## src/mdlr_pkg.sv

```systemverilog
package mdlr_pkg;

   // ************************************************************
   // register map (byte addresses, one aligned word each)
   // ************************************************************
   localparam logic [7:0] OFS_NETWORK_CONTROL = 8'h00;
   localparam logic [7:0] OFS_RX_DESC_BASE = 8'h04;
   localparam logic [7:0] OFS_STATION_LOW = 8'h08;
   localparam logic [7:0] OFS_STATION_HIGH = 8'h0C;
   localparam logic [7:0] OFS_HASH_LOW = 8'h10;
   localparam logic [7:0] OFS_HASH_HIGH = 8'h14;
   localparam logic [7:0] OFS_RX_STATUS = 8'h18;
   localparam logic [7:0] OFS_RX_DROPS = 8'h1C;

   // ************************************************************
   // network_control fields
   // ************************************************************
   localparam int LBK_LSB = 10;
   localparam int FD_BIT = 9;
   localparam int AERR_BIT = 7;
   localparam int ASHORT_BIT = 6;
   localparam int ABC_BIT = 5;
   localparam int AMC_BIT = 4;
   localparam int AUNI_BIT = 3;
   localparam int RXEN_BIT = 1;
   localparam logic [31:0] NET_CTRL_RESET = 32'h0000_0030;
   // bits 8, 2, 0 and everything above 11 are not stored
   localparam logic [31:0] NET_CTRL_WMASK = 32'h0000_0EFA;

   localparam logic [1:0] LB_NORMAL = 2'h0;
   localparam logic [1:0] LB_INTERNAL = 2'h1;
   localparam logic [1:0] LB_EXTERNAL = 2'h2;

   // ************************************************************
   // frame constants
   // ************************************************************
   localparam logic [15:0] MIN_FRAME_BYTES = 16'h0040;
   localparam logic [3:0] SFD_NIBBLE = 4'hD;
   localparam logic [2:0] DA_LAST = 3'h5;
   localparam logic [31:0] CRC_INIT = 32'hFFFF_FFFF;
   localparam logic [31:0] CRC_POLY = 32'hEDB8_8320;
   localparam logic [31:0] CRC_RESIDUE = 32'hDEBB_20E3;
   localparam int HASH_MSB = 31;
   localparam int HASH_LSB = 26;

   typedef enum logic [4:0] {
      RX_OFF = 5'h01,
      RX_FETCH = 5'h02,
      RX_LISTEN = 5'h04,
      RX_PRE = 5'h08,
      RX_DATA = 5'h10
   } mdlr_rx_state_e;

   typedef struct packed {
      logic [3:0] d;
      logic dv;
      logic er;
   } mdlr_mii_s;

   typedef struct packed {
      logic [47:0] station;
      logic [63:0] hash;
      logic acc_bc;
      logic acc_mc;
      logic acc_uni;
   } mdlr_filt_cfg_s;

   // reflected crc-32, lsb of each byte first as on the wire
   function automatic logic [31:0] crc32_byte(input logic [31:0] crc, input logic [7:0] data);
      logic [31:0] c;
      c = crc;
      for (int i = 0; i < 8; i++) begin
         if (c[0] ^ data[i]) begin
            c = (c >> 1) ^ CRC_POLY;
         end else begin
            c = c >> 1;
         end
      end
      return c;
   endfunction

endpackage

```

## src/mdlr_sync.sv

```systemverilog
`timescale 1ns/1ps
module mdlr_sync #(
   parameter int W = 6
) (
   input wire logic core_clk, // system clock
   input wire logic resetn, // async reset, active low
   input wire logic [W-1:0] async_in, // pin levels
   output logic [W-1:0] sync_out // levels after two flops
);
   typedef struct packed {
      logic [W-1:0] s1;
      logic [W-1:0] s2;
   } mdlr_sync_st_s;

   mdlr_sync_st_s st;
   mdlr_sync_st_s next_st;

   always_comb begin
      next_st.s1 = async_in;
      next_st.s2 = st.s1;
   end

   always_ff @(posedge core_clk or negedge resetn) begin
      if (!resetn) begin
         st <= '0;
      end else begin
         st <= next_st;
      end
   end

   assign sync_out = st.s2;
endmodule

```

## src/mdlr_addr_filter.sv

```systemverilog
`timescale 1ns/1ps
module mdlr_addr_filter (
   input wire logic core_clk, // system clock
   input wire logic resetn, // async reset, active low
   input wire mdlr_pkg::mdlr_filt_cfg_s cfg, // station, hash table, accept bits
   input wire logic frame_start, // pulse before first byte
   input wire logic [7:0] byte_in, // received byte
   input wire logic byte_valid, // byte_in valid
   output logic addr_done, // destination fully seen
   output logic addr_match // destination passes the filter
);
   typedef struct packed {
      logic [2:0] cnt;
      logic [31:0] crc;
      logic [47:0] da;
      logic done;
      logic match;
   } mdlr_filt_st_s;

   mdlr_filt_st_s st;
   mdlr_filt_st_s next_st;

   function automatic logic decide(input logic [47:0] da, input logic [31:0] crc,
                                   input mdlr_pkg::mdlr_filt_cfg_s c);
      logic hit;
      hit = 1'b0;
      if (&da) begin
         hit = c.acc_bc;
      end else if (da[0]) begin
         hit = c.acc_mc && c.hash[crc[mdlr_pkg::HASH_MSB:mdlr_pkg::HASH_LSB]];
      end else begin
         hit = c.acc_uni || (da == c.station);
      end
      return hit;
   endfunction

   always_comb begin
      next_st = st;
      if (frame_start) begin
         next_st = '0;
         next_st.crc = mdlr_pkg::CRC_INIT;
      end else if (byte_valid && !st.done) begin
         next_st.crc = mdlr_pkg::crc32_byte(st.crc, byte_in);
         next_st.da[8*st.cnt +: 8] = byte_in;
         next_st.cnt = st.cnt + 3'h1;
         if (st.cnt == mdlr_pkg::DA_LAST) begin
            next_st.done = 1'b1;
            next_st.match = decide(next_st.da, next_st.crc, cfg);
         end
      end
   end

   always_ff @(posedge core_clk or negedge resetn) begin
      if (!resetn) begin
         st <= '0;
      end else begin
         st <= next_st;
      end
   end

   assign addr_done = st.done;
   assign addr_match = st.match;
endmodule

```

## src/mdlr_rx_ctrl.sv

```systemverilog
// Functional notes
// - bits 11:10 select normal/internal/external loop-back
// - bit 9: full duplex concurrent, else exclusive
// - bits 8, 2, 0 read zero
// - bit 7 keeps address-matched error frames
// - bit 6 keeps address-matched frames under 64 bytes
// - bit 5 accepts broadcast destination frames
// - bit 4 accepts hash-matched multicast frames
// - bit 3 accepts all unicast, else own address
// - receive enable leaves idle, fetches first descriptor
// - disabling receive finishes current frame, then halts
//
// Decided for this implementation: register access over APB and the register offsets.
`timescale 1ns/1ps
module mdlr_rx_ctrl (
   input wire logic core_clk, // system clock, 10 MHz
   input wire logic resetn, // async reset, active low
   // apb slave
   input wire logic psel, // apb select
   input wire logic penable, // apb access phase
   input wire logic pwrite, // apb write
   input wire logic [7:0] paddr, // apb byte address
   input wire logic [31:0] pwdata, // apb write data
   output logic [31:0] prdata, // apb read data
   output logic pready, // apb ready
   output logic pslverr, // apb error on unmapped address
   // mii receive pins
   input wire logic [3:0] mii_rxd, // receive nibble
   input wire logic mii_rx_dv, // receive data valid
   input wire logic mii_rx_er, // receive error
   // transmit path, same clock
   input wire logic [3:0] lb_txd, // transmit nibble for internal loop-back
   input wire logic lb_tx_en, // transmit enable for internal loop-back
   input wire logic tx_busy, // transmitter is sending
   output logic tx_permit, // transmitter may start
   output logic [1:0] loopback_select, // loop-back mode to phy and tx path
   output logic full_duplex_sel, // duplex mode to phy and tx path
   // descriptor and data path
   output logic desc_fetch_req, // fetch receive descriptor
   output logic [31:0] desc_fetch_addr, // descriptor list base
   input wire logic desc_fetch_ack, // descriptor fetched
   output logic [7:0] rx_data, // received byte
   output logic rx_data_valid, // rx_data valid, one cycle
   output logic frame_commit, // frame accepted, one cycle
   output logic frame_discard, // frame rejected, one cycle
   output logic [15:0] frame_length // bytes of the frame just ended
);
   // ************************************************************
   // state
   // ************************************************************
   typedef struct packed {
      logic [31:0] net_ctrl;
      logic [31:0] rx_descriptor_list_base;
      logic [31:0] station_address_low;
      logic [15:0] station_address_high;
      logic [31:0] multicast_hash_low;
      logic [31:0] multicast_hash_high;
      logic [31:0] rdata;
      logic slverr;
      mdlr_pkg::mdlr_rx_state_e fsm;
      logic half;
      logic [3:0] low_nib;
      logic [15:0] len;
      logic [31:0] crc;
      logic err;
      logic start;
      logic [7:0] out_byte;
      logic out_valid;
      logic commit;
      logic discard;
      logic [15:0] flen;
      logic fetch;
      logic [15:0] ok_cnt;
      logic [15:0] drop_cnt;
   } mdlr_rx_st_s;

   mdlr_rx_st_s st;
   mdlr_rx_st_s next_st;
   mdlr_pkg::mdlr_mii_s pin_sync;
   mdlr_pkg::mdlr_mii_s rx_in;
   mdlr_pkg::mdlr_filt_cfg_s filt_cfg;
   logic addr_done;
   logic addr_match;
   logic access;
   logic setup;
   logic mapped;
   logic [31:0] read_mux;
   logic is_internal_lb;
   logic frame_ok;
   logic [7:0] full_byte;

   // ************************************************************
   // pins and receive source
   // ************************************************************
   mdlr_sync #(
      .W(6)
   ) u_sync (
      .core_clk(core_clk),
      .resetn(resetn),
      .async_in({mii_rxd, mii_rx_dv, mii_rx_er}),
      .sync_out(pin_sync)
   );

   assign is_internal_lb = (st.net_ctrl[mdlr_pkg::LBK_LSB +: 2] == mdlr_pkg::LB_INTERNAL);

   // internal loop-back takes the transmit nibbles, bypassing the phy
   always_comb begin
      if (is_internal_lb) begin
         rx_in.d = lb_txd;
         rx_in.dv = lb_tx_en;
         rx_in.er = 1'b0;
      end else begin
         rx_in = pin_sync;
      end
   end

   assign filt_cfg.station = {st.station_address_high, st.station_address_low};
   assign filt_cfg.hash = {st.multicast_hash_high, st.multicast_hash_low};
   assign filt_cfg.acc_bc = st.net_ctrl[mdlr_pkg::ABC_BIT];
   assign filt_cfg.acc_mc = st.net_ctrl[mdlr_pkg::AMC_BIT];
   assign filt_cfg.acc_uni = st.net_ctrl[mdlr_pkg::AUNI_BIT];

   mdlr_addr_filter u_filter (
      .core_clk(core_clk),
      .resetn(resetn),
      .cfg(filt_cfg),
      .frame_start(st.start),
      .byte_in(st.out_byte),
      .byte_valid(st.out_valid),
      .addr_done(addr_done),
      .addr_match(addr_match)
   );

   // ************************************************************
   // apb decode
   // ************************************************************
   assign setup = psel && !penable;
   assign access = psel && penable;

   always_comb begin
      mapped = 1'b1;
      read_mux = 32'h0000_0000;
      case (paddr)
         mdlr_pkg::OFS_NETWORK_CONTROL: read_mux = st.net_ctrl;
         mdlr_pkg::OFS_RX_DESC_BASE: read_mux = st.rx_descriptor_list_base;
         mdlr_pkg::OFS_STATION_LOW: read_mux = st.station_address_low;
         mdlr_pkg::OFS_STATION_HIGH: read_mux = {16'h0000, st.station_address_high};
         mdlr_pkg::OFS_HASH_LOW: read_mux = st.multicast_hash_low;
         mdlr_pkg::OFS_HASH_HIGH: read_mux = st.multicast_hash_high;
         mdlr_pkg::OFS_RX_STATUS: read_mux = {st.ok_cnt, 11'h000, st.fsm};
         mdlr_pkg::OFS_RX_DROPS: read_mux = {16'h0000, st.drop_cnt};
         default: mapped = 1'b0;
      endcase
   end

   // ************************************************************
   // end-of-frame decision
   // ************************************************************
   // with bit 7 set any frame needs only the address; otherwise frames also pass crc,
   // dribble, rx_er and, unless bit 6 is set, the short-frame check
   always_comb begin
      frame_ok = 1'b0;
      if (addr_done && addr_match) begin
         if (st.net_ctrl[mdlr_pkg::AERR_BIT]) begin
            frame_ok = 1'b1;
         end else begin
            frame_ok = !st.err && !st.half && (st.crc == mdlr_pkg::CRC_RESIDUE) &&
                       ((st.len >= mdlr_pkg::MIN_FRAME_BYTES) ||
                        st.net_ctrl[mdlr_pkg::ASHORT_BIT]);
         end
      end
   end

   assign full_byte = {rx_in.d, st.low_nib};

   // ************************************************************
   // next state
   // ************************************************************
   always_comb begin
      next_st = st;
      next_st.start = 1'b0;
      next_st.out_valid = 1'b0;
      next_st.commit = 1'b0;
      next_st.discard = 1'b0;

      // read data captured in setup so prdata comes from a flop
      if (setup) begin
         next_st.rdata = read_mux;
         next_st.slverr = !mapped;
      end
      if (access && pwrite) begin
         case (paddr)
            mdlr_pkg::OFS_NETWORK_CONTROL: begin
               next_st.net_ctrl = pwdata & mdlr_pkg::NET_CTRL_WMASK;
            end
            mdlr_pkg::OFS_RX_DESC_BASE: next_st.rx_descriptor_list_base = pwdata;
            mdlr_pkg::OFS_STATION_LOW: next_st.station_address_low = pwdata;
            mdlr_pkg::OFS_STATION_HIGH: next_st.station_address_high = pwdata[15:0];
            mdlr_pkg::OFS_HASH_LOW: next_st.multicast_hash_low = pwdata;
            mdlr_pkg::OFS_HASH_HIGH: next_st.multicast_hash_high = pwdata;
            default: next_st.rdata = st.rdata;
         endcase
      end

      case (st.fsm)
         mdlr_pkg::RX_OFF: begin
            if (st.net_ctrl[mdlr_pkg::RXEN_BIT]) begin
               next_st.fsm = mdlr_pkg::RX_FETCH;
               next_st.fetch = 1'b1;
            end
         end
         mdlr_pkg::RX_FETCH: begin
            if (desc_fetch_ack) begin
               next_st.fetch = 1'b0;
               next_st.fsm = mdlr_pkg::RX_LISTEN;
            end
         end
         mdlr_pkg::RX_LISTEN: begin
            if (!st.net_ctrl[mdlr_pkg::RXEN_BIT]) begin
               next_st.fsm = mdlr_pkg::RX_OFF;
            end else if (rx_in.dv && (st.net_ctrl[mdlr_pkg::FD_BIT] || !tx_busy)) begin
               next_st.fsm = mdlr_pkg::RX_PRE;
            end
         end
         mdlr_pkg::RX_PRE: begin
            if (!rx_in.dv) begin
               next_st.fsm = mdlr_pkg::RX_LISTEN;
            end else if (rx_in.d == mdlr_pkg::SFD_NIBBLE) begin
               next_st.fsm = mdlr_pkg::RX_DATA;
               next_st.start = 1'b1;
               next_st.half = 1'b0;
               next_st.len = 16'h0000;
               next_st.crc = mdlr_pkg::CRC_INIT;
               next_st.err = 1'b0;
            end
         end
         mdlr_pkg::RX_DATA: begin
            if (rx_in.dv) begin
               next_st.err = st.err || rx_in.er;
               if (!st.half) begin
                  next_st.low_nib = rx_in.d;
                  next_st.half = 1'b1;
               end else begin
                  next_st.half = 1'b0;
                  next_st.out_byte = full_byte;
                  next_st.out_valid = 1'b1;
                  next_st.len = st.len + 16'h0001;
                  next_st.crc = mdlr_pkg::crc32_byte(st.crc, full_byte);
               end
            end else begin
               // frame ends here even if receive was disabled mid-frame
               next_st.commit = frame_ok;
               next_st.discard = !frame_ok;
               next_st.flen = st.len;
               if (frame_ok) begin
                  next_st.ok_cnt = st.ok_cnt + 16'h0001;
               end else begin
                  next_st.drop_cnt = st.drop_cnt + 16'h0001;
               end
               if (st.net_ctrl[mdlr_pkg::RXEN_BIT]) begin
                  next_st.fsm = mdlr_pkg::RX_LISTEN;
               end else begin
                  next_st.fsm = mdlr_pkg::RX_OFF;
               end
            end
         end
         default: begin
            next_st.fsm = mdlr_pkg::RX_OFF;
            next_st.fetch = 1'b0;
         end
      endcase
   end

   always_ff @(posedge core_clk or negedge resetn) begin
      if (!resetn) begin
         st <= '0;
         st.net_ctrl <= mdlr_pkg::NET_CTRL_RESET;
         st.crc <= mdlr_pkg::CRC_INIT;
         st.fsm <= mdlr_pkg::RX_OFF;
      end else begin
         st <= next_st;
      end
   end

   // ************************************************************
   // outputs
   // ************************************************************
   assign prdata = st.rdata;
   assign pready = 1'b1;
   assign pslverr = access && st.slverr;
   assign loopback_select = st.net_ctrl[mdlr_pkg::LBK_LSB +: 2];
   assign full_duplex_sel = st.net_ctrl[mdlr_pkg::FD_BIT];
   // half duplex: transmitter held off while a frame is being taken in
   assign tx_permit = full_duplex_sel ||
                      !(st.fsm == mdlr_pkg::RX_PRE || st.fsm == mdlr_pkg::RX_DATA);
   assign desc_fetch_req = st.fetch;
   assign desc_fetch_addr = st.rx_descriptor_list_base;
   assign rx_data = st.out_byte;
   assign rx_data_valid = st.out_valid;
   assign frame_commit = st.commit;
   assign frame_discard = st.discard;
   assign frame_length = st.flen;
endmodule

```

## config.mk

```make
export PLATFORM = sky130hd
export DESIGN_NAME = mdlr_rx_ctrl
export DESIGN_NICKNAME = d
export VERILOG_FILES = /design/src/mdlr_pkg.sv /design/src/mdlr_sync.sv /design/src/mdlr_addr_filter.sv /design/src/mdlr_rx_ctrl.sv
export SDC_FILE = /design/constraint.sdc
export NUM_CORES = 1
export LEC_CHECK = 0
export BUFFER_PORTS_ARGS = -buffer_cell sky130_fd_sc_hd__buf_2
export CAP_MARGIN = 40
export CORE_MARGIN = 4
export CORE_UTILIZATION = 55
export DETAILED_ROUTE_END_ITERATION = 12
export PLACE_DENSITY = 0.74
export RECOVER_POWER = 100
export SYNTH_ARGS = -nofsm -noshare
export SYNTH_HDL_FRONTEND = slang
export SYNTH_SLANG_ARGS = --single-unit
export TNS_END_PERCENT = 20
```

## constraint.sdc

```tcl
create_clock -name core_clk -period 5.1 [get_ports core_clk]
set_input_delay 0.255 -clock core_clk [delete_from_list [all_inputs] [get_ports core_clk]]
set_output_delay 0.255 -clock core_clk [all_outputs]
set_load 0.02 [all_outputs]
```

==> metrics.txt, run 1 <==
status=finished, violations left; failing checks=capacitance limit, slew limit; crit path from=loopback_select[0]$_DFFE_PN0P_; Int Pwr=5.346 mW; GR Util All Layers=27.94%; Syn Nets=2,000; total gr overflow=0; R2R depth=9; post-synth cell types=86; Slew Limit Fails=419; row cnt=71; fin cells=2,549; Area growth, synth to finish=10.54%; latest clock arrival within the worst-skew pair=0.59 ns; hold path depth=2; Tightest Hold Check Type=primary input to flip-flop; routed vias=15.78k; Largest stage delay, worst path=0.93 ns; First-pass DRT Iterations=7; Fmax achieved=229.0 MHz; Via density=6.190; worst hold slack=0.02784 ns; Final GP Congestion=0.9347; reg-to-reg startpoint=loopback_select[0]$_DFFE_PN0P_; Seq/Total Area, Yosys=47.67%; first-pass GRT wire length=92,000 um; most frequent cells in the layout=dfrtp_1, mux2_2, nand2_1, nor2_1, xnor2_1; Worst Tran Pin Value=2.612 ns; unrepaired setup endpoints after global routing=false; FILL cells=3,063; clock root buffer=clkbuf_16; crit end category=flip-flop; drt total wl=58,640 um; Critical Path, Cell by Cell=nor2b_1 > clkbuf_1 > mux2i_1 > nand4b_1 > or2_0 > o21ai_0 > nand4_1 > o21ai_0 > a21oi_1; Post-synth EDFFs=0; depth of the CTS H-tree=2; Layout Skew=0.02816 ns; Synth async-reset ratio=100.0%; post-DP HPWL=40,660 um; power share of the combinational group=4.9%; die area=0.04184 mm2; antenna viol nets, final=0; nets=2,075; setup bufs post-CTS=0; port buffer count=154; clk sinks=403; hold_sp=pwdata[6]; crit-path most repeated cell=o21ai_0; max-cap check violation count=8; clock tree from TritonCTS=built; Ant. Diodes=0; Tcrit/Tclk final=85.63%; Power Dens Cells=294.3 mW/mm2; vias in the first global route=15.91k; Final setup viols=0; static leakage=10.96 nW; initial antenna violation count=0; Core Area=0.03784 mm2; Initial Util=56.15%; final hold violations=0; WHS Endpoint=filt_cfg[73]$_DFFE_PN0P_; placed cells=2,436; Net Sw Frac=22.66%; Post-route DRC=0; Ports=156; Crit Path Category=flip-flop to flip-flop; Most used DFF post-synth=dfrtp_1; Worst setup SP type=flip-flop; sw power=1.566 mW; initial detailed-routing violation count=1,556; commonest non-fill, non-tap cell in the layout=dfrtp_1; worst vdd ir=260.1 uV; Synth Instances=1,931; CTS resizes=0; Worst-path clk slew=0.06 ns; clock group share of total power=47.4%; critical-path maximum fanout=21; r2r endpoint=st[108]$_DFFE_PN0P_; layout cells sized above 1=18.94%; sequential share of power=47.7%; Slew Limit Headroom=-74.14%; largest net degree at the start of global routing=143; syn avg cell area=11.00 um2; Sum Neg Setup Slack=0 ns; slowest cell on the critical path=or2_0; drt wl/cell=23.00 um; crit path DAT=4.86 ns; die width=204.6 um; post-layout min period=4.367 ns; Yosys warning count=0; CTS Buffer Depth=3; Num CTS Buffers=44; register-to-register path setup slack=0.73 ns; WP data required=5.59 ns; synthesized area=0.02125 mm2; register bit total from synthesis=403; Die Y=204.6 um
how the worst max path moves through the flow:
stage,endpoint,slack (ns)
after floorplan,u_filter.addr_match$_DFFE_PN0P_,1.02
final,st[108]$_DFFE_PN0P_,0.73
after CTS,u_filter.addr_match$_DFFE_PN0P_,1.06
after detailed placement,u_filter.addr_match$_DFFE_PN0P_,1.06
after global routing,u_filter.addr_match$_DFFE_PN0P_,0.35
after global placement,u_filter.addr_match$_DFFE_PN0P_,0.98
synth_stat cells, types with 11 or more instances:
library cell	n	share of area, %
nor3_1	41	0.97
a22o_1	34	1.4
dfrtp_1	368	43
xor2_1	99	4.1
clkbuf_1	81	1.4
nand2b_1	13	0.38
nand3_1	38	0.90
a211oi_1	15	0.53
a21oi_1	77	1.8
inv_1	17	0.30
buf_1	14	0.25
xnor2_1	121	5.0
buf_4	92	3.3
nand2_1	135	2.4
ha_1	11	0.65
a222oi_1	24	1.1
nor2_1	130	2.3
and2_1	12	0.35
nand4_1	36	1.1
nor4_1	15	0.44
dfstp_2	35	4.3
and3_1	24	0.71
a211o_1	29	1.2
a22oi_1	55	1.9
mux2i_1	68	3.2
mux2_2	168	8.9
o21ai_0	43	1.0
power groups by stage:
stage / logic (mW) / registers, mW / clock network (mW)
after floorplan: 0.188 / 3.32 / 0
after global placement: 0.311 / 3.35 / 0
after detailed placement: 0.321 / 3.35 / 0
after CTS: 0.344 / 3.30 / 3.31
after global routing: 0.369 / 3.30 / 3.46
final: 0.338 / 3.30 / 3.27
cell type report:
cell class,instances,area [um2],area share [%]
Clock buffer,70,1401,5.966
Clock inverter,8,105.1,0.4475
Sequential cell,403,10130,43.13
Timing Repair Buffer,230,1269,5.402
Multi-Input combinational cell,1309,9876,42.05
Inverter,18,67.56,0.2877
Tap cell,511,639.4,2.722
critical path: cells and delay by family (launching register included):
kind | cells | cell delay (ns)
AND/OR/NAND/NOR | 4 | 1.92
AO/OA/AOI/OAI | 3 | 1.01
buffers and inverters | 1 | 0.52
multiplexers | 1 | 0.43
flip-flops | 1 | 0.39
per-layer routing:
layer  vias up  track usage [%]  part of all wire, %
li1       7003                -                    -
met1      7953            39.32                   42
met2       708            44.44                   47
met3       115            4.765                  7.6
met4         0            9.452                  3.2
met5         -                0                    0
sequential cells by signal, indices dropped and copies added (netlist names), 6 cells and up:
name             cells
desc_fetch_addr     32
filt_cfg           115
frame_length        16
prdata              32
rx_data              8
st                  92
u_filter.st         83
u_sync.next_st       6
u_sync.sync_out      6
repair_timing:
| action | CTS | global route |
|---|---|---|
| hold buffers | 35 | 0 |
| endpoints found under the setup margin | 0 | 0 |
| endpoints found under the hold margin | 206 | 0 |
stage by stage:
step / worst slack (ns) / utilization, % / cell area (um2) / total power, mW
6_report: 0.7328 / 62.06 / 23490 / 6.912
3_3_place_gp: 0.9759 / 57.68 / 21830 / 3.663
2_1_floorplan: 1.021 / - / 21250 / 3.506
3_5_place_dp: 1.060 / 57.79 / 21870 / 3.674
4_1_cts: 1.061 / 62.70 / 23730 / 6.956
5_1_grt: 0.3504 / 62.06 / 23490 / 7.131
cell families (layout without fill, tap and decap cells):
kind of cell    after synthesis  count (layout)  synth area share, %
other cells                   1               1              0.01765
compound gates              322             322                10.82
simple gates                499             499                11.62
fa+ha+maj                    11              11               0.6477
mux                         246             246                13.17
flops                       403             403                47.67
xor+xnor                    230             230                10.16
buf+inv                     219             326                5.900
No activity file was read; power rests on OpenSTA's default activity.
==> run 2, diff against run 1 <==
Settings changed: MAX_ROUTING_LAYER set to met4.
==> run 2 against run 1 <==
The run still ends with capacitance limit, slew limit left. Die area unchanged. First-iteration DRC count up 3.0%. Via count is 0.91% lower. Global-route usage up 1.1 points. Wire length grew 0.36%. Critical endpoint is now u_filter.addr_match$_DFFE_PN0P_. Largest cell class unchanged. Largest power group is now clock.
==> metrics.txt, run 2 (synthesis results as in run 1) <==
status=finished, violations left; failing checks=capacitance limit, slew limit; clk sinks=403; CP Buf/Inv Count=1; largest net degree at the start of global routing=129; Crit Path Category=flip-flop to flip-flop; Core Area=0.03784 mm2; Final WS setup=0.6590 ns; Fmax achieved=225.2 MHz; total gr overflow=0; initial antenna violation count=0; Area growth, synth to finish=11.26%; clock tree from TritonCTS=built; Ports=156; Num CTS Buffers=45; clock root buffer=clkbuf_16; die width=204.6 um; Worst Tran Pin Value=3.238 ns; hold_sp=pwdata[6]; antenna viol nets, final=0; setup slack at placement=1.001 ns; drt total wl=58,850 um; Tcrit/Tclk final=87.08%; Reg area=0.01013 mm2; First-pass DRT Iterations=8; Ant. Diodes=0; drt wl/cell=23.04 um; Die Y=204.6 um; max-cap check violation count=7; worst vdd ir=254.4 uV; Slew Limit Headroom=-115.9%; port buffer count=154; vias in the first global route=15.81k; unrepaired setup endpoints after global routing=false; FILL cells=3,070; CTS Buffer Depth=3; Final GP Congestion=0.9726; nets=2,077; most frequent cells in the layout=dfrtp_1, mux2_2, nand2_1, nor2_1, xnor2_1; Critical Path, Cell by Cell=inv_1 > ha_1 > or4b_1 > or2_0 > o21ai_0 > a2111oi_0 > nand4_1 > or4_2 > o21ai_0 > a31oi_1 > nor3_2; depth of the CTS H-tree=2; reg-to-reg startpoint=u_filter.st[83]$_DFFE_PN0P_; final hold violations=0; Initial Util=56.15%; post-DP HPWL=41,010 um; row cnt=71; Final setup viols=0; Slew Limit Fails=323; critical-path maximum fanout=22; Worst setup SP type=flip-flop; setup bufs post-CTS=0; Post-route DRC=0; static leakage=11.02 nW; layout cells sized above 1=19.19%; Sum Neg Setup Slack=0 ns; crit-path most repeated cell=o21ai_0; commonest non-fill, non-tap cell in the layout=dfrtp_1; GR Util All Layers=29.06%; Power Dens Cells=303.4 mW/mm2; crit path from=u_filter.st[83]$_DFFE_PN0P_; routed vias=15.64k; Layout Skew=0.01283 ns; die area=0.04184 mm2; latest clock arrival within the worst-skew pair=0.57 ns; Tightest Hold Check Type=primary input to flip-flop; crit end category=flip-flop; Via density=6.122; first-pass GRT wire length=92,840 um; worst hold slack=0.03439 ns; combined area of the multi-input logic cells=0.009871 mm2; post-layout min period=4.441 ns; Crit path max-delay family=simple AND/OR/NAND/NOR gates; WP data required=5.59 ns; Worst-path clk slew=0.06 ns; crit path DAT=4.93 ns; max reg flops=115; initial detailed-routing violation count=1,603; Tot Pwr=7.173 mW; Largest stage delay, worst path=0.78 ns; CTS resizes=0; slowest cell on the critical path=or2_0
-- run 2: cell types whose count changed in the layout (fill, tap and decap cells not counted), moves of 2 or more --
cell / previous run / this run
bufinv_16: 2 / 7
clkbuf_1: 118 / 114
clkbuf_8: 16 / 13
clkinv_2: 4 / 7
clkinv_1: 0 / 2
clkinvlp_4: 0 / 2
-- run 2: repair_timing --
item / in CTS / in global routing
endpoints found under the hold margin: 227 / 0
endpoints found under the setup margin: 0 / 0
hold buffers: 35 / 0
-- run 2: layout make-up --
class,instances,area share [%]
Sequential cell,403,42.85
Multi-Input combinational cell,1309,41.75
Clock buffer,62,5.673
Timing Repair Buffer,231,5.478
Tap cell,511,2.704
Clock inverter,20,1.260
Inverter,18,0.2858
-- run 2: path summary, 6_finish.rpt --
kind                                                    to  slack, ns  depth (start not counted)
max                        u_filter.addr_match$_DFFE_PN0P_       0.66                         11
min                               filt_cfg[73]$_DFFE_PN0P_       0.03                          2
max reg2reg                u_filter.addr_match$_DFFE_PN0P_       0.66                         11
min reg2reg                   u_sync.sync_out[3]$_DFF_PN0_       0.35                          0
max in group asynchronous      u_sync.next_st[0]$_DFF_PN0_       1.40                          3
min in group asynchronous      u_filter.st[62]$_DFFE_PN0P_       1.26                          2
-- run 2: per-stage QoR --
stage	instance area, um2	std cells	util [%]
4_1_cts	23880	2554	63.09
6_report	23640	2554	62.47
2_1_floorplan	21250	1931	-
3_5_place_dp	21890	2437	57.83
3_3_place_gp	21840	2433	57.70
5_1_grt	23640	2554	62.47
-- run 2: power by group --
group	internal, mW	switching [mW]
Clock	2.19	1.34
Combinational	0.127	0.216
Sequential	3.24	0.0590
-- run 2: layer usage --
layer / track usage [%] / wire, um
met1: 39.38 / 25230
met2: 45.91 / 28170
met3: 4.765 / 3881
met4: 8.399 / 1570
met5: - / 0
==> run 3, diff against run 2 <==
Settings changed: PLACE_DENSITY 0.74 to 0.77.
Clock period 5.1 ns to 4 ns, I/O delays scaled along.
==> run 3 against run 2 <==
The run still ends with capacitance limit, slew limit left. Clock power is 14% higher. Non-clock buffer count up 32. Final area hardly changed. Flip-flop and latch count is the same. Hold slack improved by 0.033 ns. Combinational power is 29% higher. Register-to-register slack got worse by 0.42 ns. First-iteration DRC count grew 8.6%. Critical endpoint is now st[103]$_DFFE_PN0P_. Largest cell class unchanged. Highest routed layer unchanged.
==> metrics.txt, run 3 (synthesis results as in run 1) <==
latest clock arrival within the worst-skew pair=0.57 ns; Slew Limit Fails=310; die width=204.6 um; Critical Path, Cell by Cell=nor2b_1 > clkbuf_1 > mux2i_1 > nand4b_1 > or2_2 > inv_2 > clkbuf_2 > nand4_1 > xor2_1 > nor2_1; final hold violations=0; failing checks=capacitance limit, slew limit; Final WS setup=0.2395 ns; worst vdd ir=284.9 uV; max reg flops=115; Final GP Congestion=0.9981; Slew Limit Headroom=-93.40%; crit path DAT=4.25 ns; clock tree from TritonCTS=built; nets=2,108; initial antenna violation count=0; Worst setup SP type=flip-flop; Power Dens Cells=366.7 mW/mm2; setup bufs post-CTS=0; row cnt=71; placed cells=2,464; Via density=6.198; commonest non-fill, non-tap cell in the layout=dfrtp_1; Sum Neg Setup Slack=0 ns; Die Y=204.6 um; vias in the first global route=16.09k; initial detailed-routing violation count=1,741; antenna viol nets, final=0; WP data required=4.49 ns; static leakage=11.05 nW; Num CTS Buffers=44; CTS Buffer Depth=3; Post-route DRC=0; Core Area=0.03784 mm2; Area growth, synth to finish=11.29%; Fmax achieved=265.9 MHz; port buffer count=154; Crit Path Category=flip-flop to flip-flop; Worst-path clk slew=0.06 ns; largest net degree at the start of global routing=107; clk sinks=403; Cell Area, Placed=0.02208 mm2; Largest stage delay, worst path=0.88 ns; max-cap check violation count=7; Tightest Hold Check Type=primary input to flip-flop; slowest cell on the critical path=clkbuf_2; unrepaired setup endpoints after global routing=false; crit end category=flip-flop; critical-path maximum fanout=62; Final setup viols=0; First-pass DRT Iterations=7; post-layout min period=3.761 ns; post-DP HPWL=41,250 um; GR Util All Layers=29.15%; routed vias=15.99k; drt total wl=59,390 um; Ports=156; status=finished, violations left; most frequent cells in the layout=dfrtp_1, mux2_2, nand2_1, nor2_1, xnor2_1; fin cells=2,580; die area=0.04184 mm2; Initial Util=56.15%; drt wl/cell=23.02 um; worst hold slack=0.06700 ns; Ant. Diodes=0; setup slack at placement=0.2854 ns; layout cells sized above 1=19.91%; total gr overflow=0; clock root buffer=clkbuf_16; Final Cell Area=0.02365 mm2; Tcrit/Tclk final=94.01%; first-pass GRT wire length=93,410 um; depth of the CTS H-tree=2; CP Buf/Inv Count=3; Layout Skew=0.01424 ns; Crit path max-delay family=buffers and inverters; Worst Tran Pin Value=2.901 ns
[run 3: cell type report]
type	instances	area, um2
inverter	18	67.56
fill	3050	14200
clock buffer	66	1315
timing repair buffer	263	1515
sequential	403	10130
tap	511	639.4
clock inverter	10	105.1
multi-input combinational	1309	9874
[run 3: worst register-to-register path, delay by kind of cell, from the launching register on]
kind	cells	cell delay, ns
multiplexers	1	0.29
AND/OR/NAND/NOR	5	1.21
buffers and inverters	3	1.57
XOR/XNOR	1	0.20
flip-flops	1	0.40
[run 3: what timing repair did]
action                                  CTS  global route
hold buffers                             40             0
hold endpoints to repair                256             0
endpoints found under the setup margin    0             1
resized for setup                         0             1
[run 3: per-stage QoR]
step | util (%) | total power, mW
detailed placement | 58.35 | 4.690
global placement | 58.28 | 4.674
CTS | 63.16 | 8.731
global route | 62.48 | 8.950
floorplan | - | 4.470
finish | 62.48 | 8.672
[run 3: path summary, 6_finish.rpt]
| check | startpoint | end | slack (ns) | depth (start not counted) |
|---|---|---|---|---|
| min in group asynchronous | resetn | u_filter.st[80]$_DFFE_PN0P_ | 1.09 | 2 |
| max in group asynchronous | resetn | prdata[31]$_DFFE_PN0P_ | 0.67 | 3 |
| max reg2reg | loopback_select[0]$_DFFE_PN0P_ | st[103]$_DFFE_PN0P_ | 0.24 | 10 |
| max | loopback_select[0]$_DFFE_PN0P_ | st[103]$_DFFE_PN0P_ | 0.24 | 10 |
| min | lb_txd[3] | full_byte[3]$_DFFE_PN0P_ | 0.07 | 3 |
| min reg2reg | u_sync.next_st[3]$_DFF_PN0_ | u_sync.sync_out[3]$_DFF_PN0_ | 0.35 | 0 |
[run 3: per-layer routing]
metal / vias to the layer above / global-route usage (%) / routed length (um)
li1: 7063 / - / -
met1: 8026 / 39.30 / 24950
met2: 769 / 45.49 / 28200
met3: 133 / 4.686 / 4332
met4: 0 / 10.15 / 1904
met5: - / - / 0
[run 3: where the power goes]
group	internal, mW	switching [mW]	total (mW)
Combinational	0.166	0.275	0.442
Sequential	4.13	0.0722	4.21
Clock	2.39	1.64	4.03
